File: src/capture_timer_pkg.sv
/*
 * Shared constants and carriers for the free-running capture timer:
 * register byte offsets, field positions, reset values, clock-select
 * codes, the AXI4-Lite carriers and the packed state of the timer.
 * Assumes an 8-bit AXI4-Lite byte address and 32-bit data.
 */
package capture_timer_pkg;

  // Register byte offsets
  localparam logic [7:0] CTRL_ONE_ADDR = 8'h00;
  localparam logic [7:0] CTRL_TWO_ADDR = 8'h04;
  localparam logic [7:0] STATUS_ADDR = 8'h08;
  localparam logic [7:0] CNT_HIGH_ADDR = 8'h0C;
  localparam logic [7:0] CNT_LOW_ADDR = 8'h10;
  localparam logic [7:0] ALT_HIGH_ADDR = 8'h14;
  localparam logic [7:0] ALT_LOW_ADDR = 8'h18;
  localparam logic [7:0] CAP1_HIGH_ADDR = 8'h1C;
  localparam logic [7:0] CAP1_LOW_ADDR = 8'h20;
  localparam logic [7:0] CAP2_HIGH_ADDR = 8'h24;
  localparam logic [7:0] CAP2_LOW_ADDR = 8'h28;

  // timer_control_one fields
  localparam int OVF_IE_BIT = 0;
  localparam int CAP_IE_BIT = 1;
  localparam int CAP1_EDGE_BIT = 2;
  // timer_control_two fields
  localparam int CLK_SEL_LSB = 0;
  localparam int EXT_EDGE_BIT = 2;
  localparam int CAP2_EDGE_BIT = 3;
  localparam int ONE_PULSE_BIT = 4;
  localparam int PWM_BIT = 5;
  // timer_status_reg fields
  localparam int OVF_FLAG_BIT = 0;
  localparam int CAP1_FLAG_BIT = 1;
  localparam int CAP2_FLAG_BIT = 2;

  // Reset and reload values
  localparam logic [15:0] COUNT_RESET = 16'hFFFC;
  localparam logic [15:0] COUNT_TOP = 16'hFFFF;
  localparam logic [5:0] CTRL_RESET = 6'h00;

  // Clock-select codes and prescaler masks (divide by mask + 1)
  localparam logic [1:0] CLK_DIV2 = 2'h0;
  localparam logic [1:0] CLK_DIV4 = 2'h1;
  localparam logic [1:0] CLK_DIV8 = 2'h2;
  localparam logic [1:0] CLK_EXT = 2'h3;
  localparam logic [2:0] MASK_DIV2 = 3'h1;
  localparam logic [2:0] MASK_DIV4 = 3'h3;
  localparam logic [2:0] MASK_DIV8 = 3'h7;

  // Pin synchroniser settle count before edges are trusted
  localparam logic [1:0] SETTLE_DONE = 2'h3;

  // AXI responses
  localparam logic [1:0] RESP_OKAY = 2'h0;
  localparam logic [1:0] RESP_SLVERR = 2'h2;

  typedef struct packed {
    logic awvalid;
    logic [7:0] awaddr;
    logic wvalid;
    logic [31:0] wdata;
    logic [3:0] wstrb;
    logic bready;
    logic arvalid;
    logic [7:0] araddr;
    logic rready;
  } axil_in_type;

  typedef struct packed {
    logic awready;
    logic wready;
    logic bvalid;
    logic [1:0] bresp;
    logic arready;
    logic rvalid;
    logic [31:0] rdata;
    logic [1:0] rresp;
  } axil_out_type;

  typedef struct packed {
    logic [15:0] count;
    logic [2:0] presc;
    logic [5:0] ctrl_one;
    logic [5:0] ctrl_two;
    logic ovf_flag;
    logic ovf_armed;
    logic [1:0] cap_flag;
    logic [1:0] cap_armed;
    logic [1:0] cap_block;
    logic [1:0][15:0] cap;
    logic [7:0] low_buf;
    logic buf_valid;
    logic [2:0] ext_sync;
    logic [1:0][2:0] pin_sync;
    logic [1:0] settle;
    logic aw_got;
    logic [7:0] aw_addr;
    logic w_got;
    logic [7:0] w_data;
    logic w_lane;
    logic bvalid;
    logic [1:0] bresp;
    logic rvalid;
    logic [31:0] rdata;
    logic [1:0] rresp;
    logic irq;
  } state_type;

endpackage

File: src/capture_timer.sv
/*
 * Free-running 16-bit timer with overflow flag, alternate count view,
 * buffered byte reads, external clock option and two input captures,
 * reached over AXI4-Lite. Assumes the capture and external clock pins
 * are asynchronous and that the CPU interrupt mask and halt state come
 * from logic on sys_clk.
 */
// Contract
// - 16-bit free-running up-counter read as high and low byte registers.
// - Alternate count view returns same value; its low read keeps overflow.
// - Writing counter low or alternate low forces count to FFFC.
// - Reset value is FFFC in every mode; nothing else is reloaded.
// - Count advances at clock divided by 2, 4, 8 or external edges.
// - Restricted variant drops second capture; its flag stays zero.
// - High byte read first buffers the matching low byte.
// - Buffered low byte frozen until low read, despite repeated high reads.
// - After a completed sequence, low read returns the live low byte.
// - Overflow flag sets when count wraps from FFFF to 0000.
// - Overflow interrupt needs enable set and global mask clear; else pends.
// - Overflow flag clears by status read then counter low access.
// - Wait leaves counting alone; halt freezes it until wake-up.
// - Both clock-select bits high pick external clock; edge bit chooses.
// - External edges synchronised; source spaces them at least four clocks apart.
// - Each capture latches count on its pin's chosen edge.
// - Capture sets its flag; interrupt needs shared enable, mask clear.
// - One capture enable gates interrupts from both channels.
// - Capture flag clears by status read then that channel's low access.
// - Capture high read blocks captures until the low byte is read or written.
// - A new capture overwrites the register with the latest count.
// - One-pulse or PWM mode leaves only the second channel capturing.
// - Pins feed capture unless blocked by a pending high read, one-pulse/PWM (ch 1) or restricted (ch 2).
`timescale 1ns/1ps

module capture_timer #(
  parameter bit RESTRICTED = 1'b0,
  parameter bit CAP1_BONDED = 1'b1,
  parameter bit CAP2_BONDED = 1'b1
) (
  // Clock and reset
  input wire logic sys_clk,
  input wire logic rst_n,
  // Register bus
  input wire capture_timer_pkg::axil_in_type bus_in,
  output capture_timer_pkg::axil_out_type bus_out,
  // Pins
  input wire logic ext_clock_pin,
  input wire logic [1:0] capture_input_pin,
  // CPU state
  input wire logic cpu_irq_mask,
  input wire logic halt_mode,
  // Interrupt request
  output logic timer_irq
);

  capture_timer_pkg::state_type st;
  capture_timer_pkg::state_type next_st;

  logic aw_hs;
  logic w_hs;
  logic ar_hs;
  logic do_wr;
  logic [7:0] wr_addr;
  logic wr_lane;
  logic [7:0] rd_addr;
  logic tick;
  logic int_tick;
  logic ext_edge;
  logic [2:0] div_mask;
  logic wr_cnt_low;
  logic wr_alt_low;
  logic rd_cnt_low;
  logic rd_alt_low;
  logic rd_status;
  logic any_high_rd;
  logic [1:0] cap_low_acc;
  logic [1:0] cap_high_rd;
  logic [1:0] cap_edge;
  logic [1:0] cap_enable;
  logic [1:0] pin_in;

  // Unbonded pins are held high, so they never show an edge
  assign pin_in[0] = CAP1_BONDED ? capture_input_pin[0] : 1'b1;
  assign pin_in[1] = CAP2_BONDED ? capture_input_pin[1] : 1'b1;

  assign bus_out.awready = !st.aw_got && !st.bvalid;
  assign bus_out.wready = !st.w_got && !st.bvalid;
  assign bus_out.bvalid = st.bvalid;
  assign bus_out.bresp = st.bresp;
  assign bus_out.arready = !st.rvalid;
  assign bus_out.rvalid = st.rvalid;
  assign bus_out.rdata = st.rdata;
  assign bus_out.rresp = st.rresp;
  assign timer_irq = st.irq;

  always_comb begin
    next_st = st;
    // Bus handshakes
    aw_hs = bus_in.awvalid && bus_out.awready;
    w_hs = bus_in.wvalid && bus_out.wready;
    ar_hs = bus_in.arvalid && bus_out.arready;
    wr_addr = st.aw_got ? st.aw_addr : {bus_in.awaddr[7:2], 2'h0};
    wr_lane = st.w_got ? st.w_lane : bus_in.wstrb[0];
    do_wr = (st.aw_got || aw_hs) && (st.w_got || w_hs);
    rd_addr = {bus_in.araddr[7:2], 2'h0};
    // Access decode; a byte register is written only through lane 0
    wr_cnt_low = do_wr && wr_lane && wr_addr == capture_timer_pkg::CNT_LOW_ADDR;
    wr_alt_low = do_wr && wr_lane && wr_addr == capture_timer_pkg::ALT_LOW_ADDR;
    rd_cnt_low = ar_hs && rd_addr == capture_timer_pkg::CNT_LOW_ADDR;
    rd_alt_low = ar_hs && rd_addr == capture_timer_pkg::ALT_LOW_ADDR;
    rd_status = ar_hs && rd_addr == capture_timer_pkg::STATUS_ADDR;
    any_high_rd = ar_hs && (rd_addr == capture_timer_pkg::CNT_HIGH_ADDR
        || rd_addr == capture_timer_pkg::ALT_HIGH_ADDR);
    cap_high_rd[0] = ar_hs && rd_addr == capture_timer_pkg::CAP1_HIGH_ADDR;
    cap_high_rd[1] = ar_hs && rd_addr == capture_timer_pkg::CAP2_HIGH_ADDR;
    cap_low_acc[0] = (ar_hs && rd_addr == capture_timer_pkg::CAP1_LOW_ADDR)
        || (do_wr && wr_addr == capture_timer_pkg::CAP1_LOW_ADDR);
    cap_low_acc[1] = (ar_hs && rd_addr == capture_timer_pkg::CAP2_LOW_ADDR)
        || (do_wr && wr_addr == capture_timer_pkg::CAP2_LOW_ADDR);

    // Synchronisers: stage 0 feeds only stage 1
    next_st.ext_sync = {st.ext_sync[1:0], ext_clock_pin};
    for (int i = 0; i < 2; i++) begin
      next_st.pin_sync[i] = {st.pin_sync[i][1:0], pin_in[i]};
    end
    if (st.settle != capture_timer_pkg::SETTLE_DONE) begin
      next_st.settle = st.settle + 2'h1;
    end

    // Prescaler and clock selection
    unique case (st.ctrl_two[capture_timer_pkg::CLK_SEL_LSB +: 2])
      capture_timer_pkg::CLK_DIV2: div_mask = capture_timer_pkg::MASK_DIV2;
      capture_timer_pkg::CLK_DIV4: div_mask = capture_timer_pkg::MASK_DIV4;
      default: div_mask = capture_timer_pkg::MASK_DIV8;
    endcase
    int_tick = (st.presc & div_mask) == div_mask;
    ext_edge = st.ctrl_two[capture_timer_pkg::EXT_EDGE_BIT]
        ? (!st.ext_sync[1] && st.ext_sync[2])
        : (st.ext_sync[1] && !st.ext_sync[2]);
    tick = !halt_mode && (st.settle == capture_timer_pkg::SETTLE_DONE)
        && ((st.ctrl_two[capture_timer_pkg::CLK_SEL_LSB +: 2]
        == capture_timer_pkg::CLK_EXT) ? ext_edge : int_tick);
    // Halt freezes the prescaler too, so counting resumes in phase
    if (!halt_mode) begin
      next_st.presc = st.presc + 3'h1;
    end

    // Counter
    if (wr_cnt_low || wr_alt_low) begin
      next_st.count = capture_timer_pkg::COUNT_RESET;
    end else if (tick) begin
      next_st.count = st.count + 16'h0001;
    end

    // Overflow flag: clear first so a simultaneous set wins
    if (rd_status && st.ovf_flag) begin
      next_st.ovf_armed = 1'b1;
    end
    if ((rd_cnt_low || wr_cnt_low) && st.ovf_armed) begin
      next_st.ovf_flag = 1'b0;
      next_st.ovf_armed = 1'b0;
    end
    if (tick && st.count == capture_timer_pkg::COUNT_TOP
        && !wr_cnt_low && !wr_alt_low) begin
      next_st.ovf_flag = 1'b1;
    end

    // Byte buffer shared by both count views
    if (any_high_rd && !st.buf_valid) begin
      next_st.low_buf = st.count[7:0];
      next_st.buf_valid = 1'b1;
    end
    if (rd_cnt_low || rd_alt_low) begin
      next_st.buf_valid = 1'b0;
    end

    // Capture channels
    cap_enable[0] = !st.ctrl_two[capture_timer_pkg::ONE_PULSE_BIT]
        && !st.ctrl_two[capture_timer_pkg::PWM_BIT];
    cap_enable[1] = !RESTRICTED;
    for (int i = 0; i < 2; i++) begin
      cap_edge[i] = st.settle == capture_timer_pkg::SETTLE_DONE
          && (((i == 0) ? st.ctrl_one[capture_timer_pkg::CAP1_EDGE_BIT]
          : st.ctrl_two[capture_timer_pkg::CAP2_EDGE_BIT])
          ? (st.pin_sync[i][1] && !st.pin_sync[i][2])
          : (!st.pin_sync[i][1] && st.pin_sync[i][2]));
      if (rd_status && st.cap_flag[i]) begin
        next_st.cap_armed[i] = 1'b1;
      end
      if (cap_low_acc[i]) begin
        next_st.cap_block[i] = 1'b0;
        if (st.cap_armed[i]) begin
          next_st.cap_flag[i] = 1'b0;
          next_st.cap_armed[i] = 1'b0;
        end
      end
      if (cap_high_rd[i]) begin
        next_st.cap_block[i] = 1'b1;
      end
      if (cap_edge[i] && cap_enable[i] && !st.cap_block[i]) begin
        next_st.cap[i] = st.count;
        next_st.cap_flag[i] = 1'b1;
      end
    end

    // Interrupt request, held pending by the flags themselves
    next_st.irq = !cpu_irq_mask
        && ((st.ovf_flag && st.ctrl_one[capture_timer_pkg::OVF_IE_BIT])
        || ((|st.cap_flag)
        && st.ctrl_one[capture_timer_pkg::CAP_IE_BIT]));

    // Write channel
    if (aw_hs) begin
      next_st.aw_got = 1'b1;
      next_st.aw_addr = {bus_in.awaddr[7:2], 2'h0};
    end
    if (w_hs) begin
      next_st.w_got = 1'b1;
      next_st.w_data = bus_in.wdata[7:0];
      next_st.w_lane = bus_in.wstrb[0];
    end
    if (st.bvalid && bus_in.bready) begin
      next_st.bvalid = 1'b0;
    end
    if (do_wr) begin
      next_st.aw_got = 1'b0;
      next_st.w_got = 1'b0;
      next_st.bvalid = 1'b1;
      next_st.bresp = capture_timer_pkg::RESP_OKAY;
      unique case (wr_addr)
        capture_timer_pkg::CTRL_ONE_ADDR: begin
          if (wr_lane) begin
            next_st.ctrl_one = 6'((st.w_got ? st.w_data
                : bus_in.wdata[7:0]) & 8'h07);
          end
        end
        capture_timer_pkg::CTRL_TWO_ADDR: begin
          if (wr_lane) begin
            next_st.ctrl_two = st.w_got ? st.w_data[5:0]
                : bus_in.wdata[5:0];
          end
        end
        capture_timer_pkg::CNT_LOW_ADDR,
        capture_timer_pkg::ALT_LOW_ADDR,
        capture_timer_pkg::CAP1_LOW_ADDR,
        capture_timer_pkg::CAP2_LOW_ADDR: begin
          next_st.bresp = capture_timer_pkg::RESP_OKAY;
        end
        default: next_st.bresp = capture_timer_pkg::RESP_SLVERR;
      endcase
    end

    // Read channel
    if (st.rvalid && bus_in.rready) begin
      next_st.rvalid = 1'b0;
    end
    if (ar_hs) begin
      next_st.rvalid = 1'b1;
      next_st.rresp = capture_timer_pkg::RESP_OKAY;
      next_st.rdata = 32'h0000_0000;
      unique case (rd_addr)
        capture_timer_pkg::CTRL_ONE_ADDR: next_st.rdata[5:0] = st.ctrl_one;
        capture_timer_pkg::CTRL_TWO_ADDR: next_st.rdata[5:0] = st.ctrl_two;
        capture_timer_pkg::STATUS_ADDR: begin
          next_st.rdata[capture_timer_pkg::OVF_FLAG_BIT] = st.ovf_flag;
          next_st.rdata[capture_timer_pkg::CAP1_FLAG_BIT] = st.cap_flag[0];
          next_st.rdata[capture_timer_pkg::CAP2_FLAG_BIT] = st.cap_flag[1];
        end
        capture_timer_pkg::CNT_HIGH_ADDR,
        capture_timer_pkg::ALT_HIGH_ADDR: begin
          next_st.rdata[7:0] = st.count[15:8];
        end
        capture_timer_pkg::CNT_LOW_ADDR,
        capture_timer_pkg::ALT_LOW_ADDR: begin
          next_st.rdata[7:0] = st.buf_valid ? st.low_buf
              : st.count[7:0];
        end
        capture_timer_pkg::CAP1_HIGH_ADDR: next_st.rdata[7:0] = st.cap[0][15:8];
        capture_timer_pkg::CAP1_LOW_ADDR: next_st.rdata[7:0] = st.cap[0][7:0];
        capture_timer_pkg::CAP2_HIGH_ADDR: next_st.rdata[7:0] = st.cap[1][15:8];
        capture_timer_pkg::CAP2_LOW_ADDR: next_st.rdata[7:0] = st.cap[1][7:0];
        default: next_st.rresp = capture_timer_pkg::RESP_SLVERR;
      endcase
    end
  end

  always_ff @(posedge sys_clk) begin
    if (!rst_n) begin
      st <= '0;
      st.count <= capture_timer_pkg::COUNT_RESET;
      st.ctrl_one <= capture_timer_pkg::CTRL_RESET;
      st.ctrl_two <= capture_timer_pkg::CTRL_RESET;
    end else begin
      st <= next_st;
    end
  end

  // Checks
  a_write_reload: assert property (@(posedge sys_clk) disable iff (!rst_n)
    (wr_cnt_low || wr_alt_low) |=> st.count == 16'hFFFC)
    else $error("count not reloaded after low write");
  a_overflow_set: assert property (@(posedge sys_clk) disable iff (!rst_n)
    (tick && st.count == 16'hFFFF && !wr_cnt_low && !wr_alt_low)
    |=> (st.ovf_flag && st.count == 16'h0000))
    else $error("overflow flag missed on wrap");
  a_alt_keeps_flag: assert property (@(posedge sys_clk) disable iff (!rst_n)
    (rd_alt_low && st.ovf_flag && !wr_cnt_low) |=> st.ovf_flag)
    else $error("alternate low read cleared overflow");
  a_flag_two_step: assert property (@(posedge sys_clk) disable iff (!rst_n)
    $fell(st.ovf_flag) |-> $past(st.ovf_armed)
      && ($past(rd_cnt_low) || $past(wr_cnt_low)))
    else $error("overflow flag cleared without two steps");
  a_irq_masked: assert property (@(posedge sys_clk) disable iff (!rst_n)
    cpu_irq_mask |=> !timer_irq)
    else $error("interrupt raised while masked");
  a_irq_pending: assert property (@(posedge sys_clk) disable iff (!rst_n)
    (st.cap_flag[0] && st.ctrl_one[1] && !cpu_irq_mask) |=> timer_irq)
    else $error("pending capture interrupt not raised");
  a_buffer_frozen: assert property (@(posedge sys_clk) disable iff (!rst_n)
    (st.buf_valid && !rd_cnt_low && !rd_alt_low) |=> $stable(st.low_buf)
      && st.buf_valid)
    else $error("buffered low byte changed");
  a_capture_blocked: assert property (@(posedge sys_clk) disable iff (!rst_n)
    (st.cap_block[0] && !cap_low_acc[0]) |=> $stable(st.cap[0]))
    else $error("capture taken while blocked");
  a_halt_freeze: assert property (@(posedge sys_clk) disable iff (!rst_n)
    (halt_mode && !wr_cnt_low && !wr_alt_low) |=> $stable(st.count))
    else $error("count moved in halt");
  a_cap2_absent: assert property (@(posedge sys_clk) disable iff (!rst_n)
    RESTRICTED |-> !st.cap_flag[1])
    else $error("second capture flag set in restricted variant");
  a_div2_rate: assert property (@(posedge sys_clk) disable iff (!rst_n)
    (st.ctrl_two[1:0] == 2'h0 && !halt_mode && tick) |=> !tick)
    else $error("divide by two ticked twice in a row");
  a_reset_count: assert property (@(posedge sys_clk)
    $rose(rst_n) |-> st.count == capture_timer_pkg::COUNT_RESET)
    else $error("count not at reset value after reset");
  a_high_buffers: assert property (@(posedge sys_clk)
    disable iff (!rst_n) (any_high_rd && !st.buf_valid)
    |=> st.buf_valid && st.low_buf == $past(st.count[7:0]))
    else $error("low byte not buffered on high read");
  a_ovf_arm: assert property (@(posedge sys_clk)
    disable iff (!rst_n) (rd_status && st.ovf_flag && !wr_cnt_low)
    |=> st.ovf_armed)
    else $error("status read did not arm overflow clear");
  a_ovf_irq: assert property (@(posedge sys_clk)
    disable iff (!rst_n) (st.ovf_flag && st.ctrl_one[0] && !cpu_irq_mask)
    |=> timer_irq)
    else $error("pending overflow interrupt not raised");
  a_ext_no_edge: assert property (@(posedge sys_clk)
    disable iff (!rst_n) (st.ctrl_two[1:0] == 2'h3 && !ext_edge
    && !wr_cnt_low && !wr_alt_low) |=> $stable(st.count))
    else $error("external clock mode counted without an edge");
  a_cap_latest: assert property (@(posedge sys_clk)
    disable iff (!rst_n) (cap_edge[1] && cap_enable[1] && !st.cap_block[1])
    |=> st.cap[1] == $past(st.count) && st.cap_flag[1])
    else $error("capture did not store latest count");
  a_cap_clear: assert property (@(posedge sys_clk)
    disable iff (!rst_n) $fell(st.cap_flag[0])
    |-> $past(st.cap_armed[0]) && $past(cap_low_acc[0]))
    else $error("capture flag cleared without two steps");
  a_pulse_ch1_off: assert property (@(posedge sys_clk)
    disable iff (!rst_n) (st.ctrl_two[4] || st.ctrl_two[5])
    |=> $stable(st.cap[0]))
    else $error("first capture moved in pulse mode");

  c_overflow: cover property (@(posedge sys_clk) disable iff (!rst_n)
    $rose(st.ovf_flag));
  c_capture: cover property (@(posedge sys_clk) disable iff (!rst_n)
    $rose(st.cap_flag[1]));
  c_sequence: cover property (@(posedge sys_clk) disable iff (!rst_n)
    any_high_rd ##[1:20] rd_cnt_low);
  c_irq: cover property (@(posedge sys_clk) disable iff (!rst_n)
    $rose(timer_irq));
  c_blocked: cover property (@(posedge sys_clk) disable iff (!rst_n)
    cap_edge[0] && st.cap_block[0]);

endmodule

File: config.mk
export PLATFORM = sky130hd
export DESIGN_NAME = capture_timer
export DESIGN_NICKNAME = d
export VERILOG_FILES = /design/src/capture_timer_pkg.sv /design/src/capture_timer.sv
export SDC_FILE = /design/constraint.sdc
export NUM_CORES = 1
export LEC_CHECK = 0
export BUFFER_PORTS_ARGS = -buffer_cell sky130_fd_sc_hd__buf_2
export CAP_MARGIN = 10
export CORE_ASPECT_RATIO = 1.1
export CORE_MARGIN = 2
export CORE_UTILIZATION = 57
export CTS_BUF_LIST = sky130_fd_sc_hd__clkbuf_4
export CTS_CLUSTER_DIAMETER = 200
export DETAILED_ROUTE_END_ITERATION = 7
export PLACE_DENSITY = 0.82
export SKIP_LAST_GASP = 1
export SLEW_MARGIN = 10
export SYNTH_ARGS = -nofsm -noshare
export SYNTH_HDL_FRONTEND = slang
export SYNTH_SLANG_ARGS = --single-unit
File: constraint.sdc
create_clock -name sys_clk -period 2.1 [get_ports sys_clk]
set_clock_uncertainty 0.05 [all_clocks]
set_input_delay 0.21 -clock sys_clk [delete_from_list [all_inputs] [get_ports sys_clk]]
set_output_delay 0.21 -clock sys_clk [all_outputs]
set_load 0.05 [all_outputs]
After elaboration in Yosys (flattened, before gate mapping)
Index checks and enable logic that the tools add are counted.

Add/sub/neg operators: 3. Equal/unequal tests: 21. Mux-type cells: 38. Bitwise operators: 2. Reduce and logical (&&, ||, !) cells: 99.

Operators with widths (count): logical AND 1 bit (46); 2-to-1 mux 35 bit (1); case mux 3 bit (9 select lines) (1); 2-to-1 mux 1 bit (25); equality test 6 x 3 -> 1 bit, second input constant (4); case mux 3 bit (7 select lines) (1); logical NOT 1 bit (19); equality test 6 x 4 -> 1 bit, second input constant (3); nonzero test 2 bit (9); adder 16 x 1 -> 16 bit, second input constant (1); equality test 16 bit, second input constant (1); equality test 8 x 5 -> 1 bit, second input constant (2); equality test 8 x 6 -> 1 bit, second input constant (2); 2-to-1 mux 8 bit (2); OR reduction 2 bit (7); equality test 6 x 2 -> 1 bit, second input constant (2); case mux 2 bit (6 select lines) (1); OR reduction 11 bit (1); logical OR 1 bit (9); equality test 8 x 3 -> 1 bit, second input constant (1); logical NOT 8 bit (1); equality test 6 x 1 -> 1 bit, second input constant (1); logical NOT 6 bit (1); 2-to-1 mux 2 bit (3); 15 further kinds (19).

Flip-flop bits (word level): 118.

Depth between registers and ports, before layout
Depth after elaboration: 11. Gate-level depth with buffers: 8.

Least setup slack after synthesis
OpenSTA, ideal clock, no wires.

Kind: register to register. From: reg st[57] (netlist bit). To: reg st[52] (netlist bit). Library setup time: 0.128 ns. Arrival time: 2.066 ns. Data required time: 1.922 ns. Setup slack: -0.143 ns. Cell stages (with the launch flop): 8. Path buffers: 3. Period minus slack after synthesis: 2.243 ns. Cell sequence: dfxtp_1 > buf_6 > clkbuf_1 > nor2_1 > and2_1 > clkbuf_1 > mux2i_1 > nor2_1.

RTL lines: start, declared (line capture_timer.sv:55) `capture_timer_pkg::state_type st;`; start signal, assigned (line capture_timer.sv:293) `st <= next_st;`.

Worst setup path after layout
From: in bus_in[54] (netlist bit). To: reg st[117] (netlist bit).

Cells in the longest elaborated chain, start to end: 7.

Ends and longest elaborated chain: start, declared (line capture_timer.sv:43) `input wire capture_timer_pkg::axil_in_type bus_in,`; 2-to-1 mux 8 bit (*) (line capture_timer.sv:101) `wr_addr = st.aw_got ? st.aw_addr : {bus_in.awaddr[7:2], 2'h0};`; equality test 8 x 5 -> 1 bit (line capture_timer.sv:106) `wr_cnt_low = do_wr && wr_lane && wr_addr == capture_timer_pkg::CNT_LOW_ADDR;`; logical AND 1 bit (line capture_timer.sv:106); logical NOT 1 bit (line capture_timer.sv:163) `&& !wr_cnt_low && !wr_alt_low) begin`; logical AND 1 bit (2 in series) (line capture_timer.sv:163); 2-to-1 mux 1 bit or nonzero test 2 bit (tied branches).

Every way passes the cells marked *; elsewhere a longest branch is shown, timed or not. A chain may end at the register's enable or synchronous reset.

==> summary.md <==
| Metric | Value |
|---|---|
| Core footprint | `0.00940 mm²` |
| FF-to-FF path depth | `6` |
| First-pass GRT wire length | `22300 µm` |
| CTS Sinks | `116` |
| Routability congestion estimate | `0.845` |
| Main flop type after synthesis | `dfxtp_1` |
| Total chip power | `4.81 mW` |
| Yosys top cell by area | `dfxtp_1` |
| Dpl ws | `0.0417 ns` |
| Synth area leaders | `dfxtp_1 42%, mux2i_1 13%, buf_4 5.4%` |
| Setup slack, reg-to-reg | `0.06 ns` |
| RSZ-0062 raised after global routing | `true` |
| P_sw | `1.25 mW` |
| Sequential cell area | `0.00232 mm²` |
| Comb power frac | `12.9%` |
| HP Class | `in -> reg` |
| CP endpoint | `st[117]` |
| Total track usage | `26.7%` |
| Rel. slew slack | `60.2%` |
| Chip Height | `108 µm` |
| Startpoint Class | `primary input` |
| Die ar. | `0.0105 mm²` |
| Standard-cell row count | `37` |
| DRC Markers | `0` |
| Num CTS Buffers | `17` |
| Critical Path Stages | `8` |
| R2R Path Start | `st[55]` |
| I/O pin total | `106` |
| H-tree Lvls | `4` |
| DRT Pass-1 Iters | `6` |
| Number of global-route vias before repair | `4532` |
| FMAX | `490 MHz` |
| Area taken by multi-input logic gates | `0.00287 mm²` |
| Worst skew pair latency | `0.52 ns` |
| Final core occ | `68.6%` |
| TritonCTS clock tree | `yes` |
| Routed vias | `4837` |
| Crit-path slowest cell | `dlygate4sd3_1` |
| Final worst setup slack | `0.0585 ns` |
| Top-area cell type share of the netlist area | `41.8%` |
| Drt wl/cell | `17.2 µm` |
| List of most frequent post-synthesis cells | `116 x dfxtp_1, 78 x nor2_1, 72 x mux2i_1, 40 x buf_4, 30 x o21ai_0` |
| CP most frequent cell | `buf_4` |
| Switching share of power | `26.1%` |
| Fin nets | `744` |
| Die W | `98.1 µm` |
| CP bufs+invs | `4` |
| Initial antenna violation count | `1` |
| Clk slew on worst S/H paths | `0.10 ns` |
| Sequential Power Share | `47.9%` |
| Initial Util | `59.1%` |
| Fill count | `713` |
| Total wire length | `13900 µm` |
| Worst Path Arrival | `2.40 ns` |
| CP top delay family | `buffers and inverters` |
| Crit share post-route | `97.2%` |
| Syn Inst Count | `605` |
| Worst Setup Path Type | `in -> reg` |
| Max VDD drop | `0.481 mV` |
| CP max stage delay | `0.54 ns` |
| Seq cells post-synth | `116` |
| Area delta synth->final | `16.1%` |
| # setup viols final | `0` |
| Clock share of power | `39.1%` |
| Status | `finished, final reports clean` |
| Root buffer cell | `clkbuf_4` |
| Max-slew violations | `0` |
| # Max-Cap Violations | `0` |
| Unique cell type count in the Yosys netlist | `63` |
| Post-Synthesis Cell Area | `0.00555 mm²` |
| Crit-path max FO | `10` |
| Leak | `2.68 nW` |
| Largest net degree at the start of global routing | `52` |
| CTS max path bufs | `2` |
| Most frequent cell after synthesis | `dfxtp_1` |
| Worst setup path startpoint | `bus_in[54]` |
| Period minus WS final | `2.04 ns` |
| Async SR Flop Fraction | `0%` |
| Register area share after synthesis | `41.8%` |
| Avg Vias per Cell | `5.99` |
| Worst EP required | `2.46 ns` |
| Crit-path cells | `dlygate4sd3_1, buf_2, or4_4, a221oi_4, buf_4, a31oi_1, buf_4, a41o_1` |
| I/O Buffers | `46` |
| PD cells | `746 mW/mm²` |
| Post-Synthesis Mean Instance Area | `9.18 µm²` |
| Final hold violation count | `0` |
| EDFF count, synth | `0` |
| Worst setup EP type | `flip-flop` |
| P_int | `3.55 mW` |
| Total grt overflow | `0` |
| Reg2Reg Capture Point | `st[117]` |
| Tightest Pin Transition | `0.595 ns` |
| Share of cells above drive strength 1 | `20.2%` |
| Yosys Warn Count | `0` |
| Starting DRC count in detailed routing | `394` |
| Detailed placement HPWL | `9330 µm` |
| Post-DRT Antenna Nets | `0` |
-- worst reg2reg max path, stage by stage, from the launching register on --
cell	delay (ns)
dfxtp_1	0.34
or4b_4	0.55
a221oi_4	0.33
buf_4	0.18
a31oi_1	0.07
buf_4	0.20
a41o_1	0.22
-- cells in the final DEF, fill, tap and decap left out, types with 13 or more instances in the layout --
| master | instances |
|---|---|
| buf_2 | 46 |
| and2_1 | 20 |
| nand3_1 | 13 |
| dfxtp_1 | 115 |
| clkbuf_4 | 19 |
| nand2_1 | 25 |
| mux2i_1 | 72 |
| conb_1 | 26 |
| buf_4 | 39 |
| a21oi_1 | 15 |
| dlygate4sd3_1 | 20 |
| o21ai_0 | 28 |
| nor2_1 | 76 |
-- power groups by stage --
stage | Sequential (mW) | Combinational, mW | Clock (mW)
2_1_floorplan | 2.34 | 0.484 | 0
3_3_place_gp | 2.35 | 0.549 | 0
3_5_place_dp | 2.35 | 0.569 | 0
4_1_cts | 2.30 | 0.600 | 1.90
5_1_grt | 2.31 | 0.665 | 2.00
6_report | 2.30 | 0.622 | 1.88
-- final cells by class --
| type | count | area share, % |
|---|---|---|
| antenna | 1 | 0.0388 |
| clock buffer | 19 | 2.21 |
| clock inverter | 12 | 2.89 |
| inverter | 7 | 0.408 |
| multi-input combinational | 429 | 44.6 |
| sequential | 116 | 36.1 |
| tap | 117 | 2.27 |
| timing repair buffer | 106 | 11.5 |
-- timing repair --
item,CTS,global route
buffers inserted,0,6
endpoints found under the setup margin,0,24
endpoints found under the hold margin,24,0
resized for setup,0,7
hold buffers,20,0
-- how the worst min path moves through the flow --
stage / endpoint / start / slack (ns) / cells past startpoint
floorplan: timer_irq / cpu_irq_mask / 0.24 / 1
global placement: next_st[68] / next_st[67] / 0.37 / 1
detailed placement: next_st[68] / next_st[67] / 0.37 / 1
CTS: bus_out[38] / rst_n / 0.06 / 3
global route: bus_out[38] / rst_n / 0.07 / 3
finish: st[52] / rst_n / 0.08 / 3
-- through the flow --
| stage | hold WS (ns) | instances | area, µm² | TNS (ns) |
|---|---|---|---|---|
| final | 0.0847 | 807 | 6440 | 0 |
| after global routing | 0.0732 | 807 | 6440 | -0.0123 |
| after CTS | 0.0576 | 800 | 6370 | 0 |
| after detailed placement | 0.369 | 749 | 5840 | 0 |
| after global placement | 0.366 | 749 | 5840 | 0 |
| after floorplan | 0.238 | 630 | 5650 | 0 |
-- metal layers --
metal  share of wire [%]  GRT usage (%)  vias to the layer above
met5                   0              0                        -
met4                 3.5           13.0                        0
met3                 6.5           5.84                       45
met2                  50           46.4                      224
li1                    -              -                     2255
met1                  40           31.2                     2313
-- flip-flops by register name, indices dropped and copies added (netlist names) --
register,cells
st,97
bus_out,12
next_st,6
timer_irq,1
-- cell families (layout without fill, tap and decap cells) --
group	Yosys count	count (layout)	share of synthesized area (%)
simple gates	203	203	19.2
other cells	1	27	0.0675
flops	116	116	41.8
fa+ha+maj	3	3	0.676
mux	76	76	13.8
buf+inv	85	144	8.79
compound gates	113	113	14.4
xor+xnor	8	8	1.26
Power figures use the tool's default switching activity.
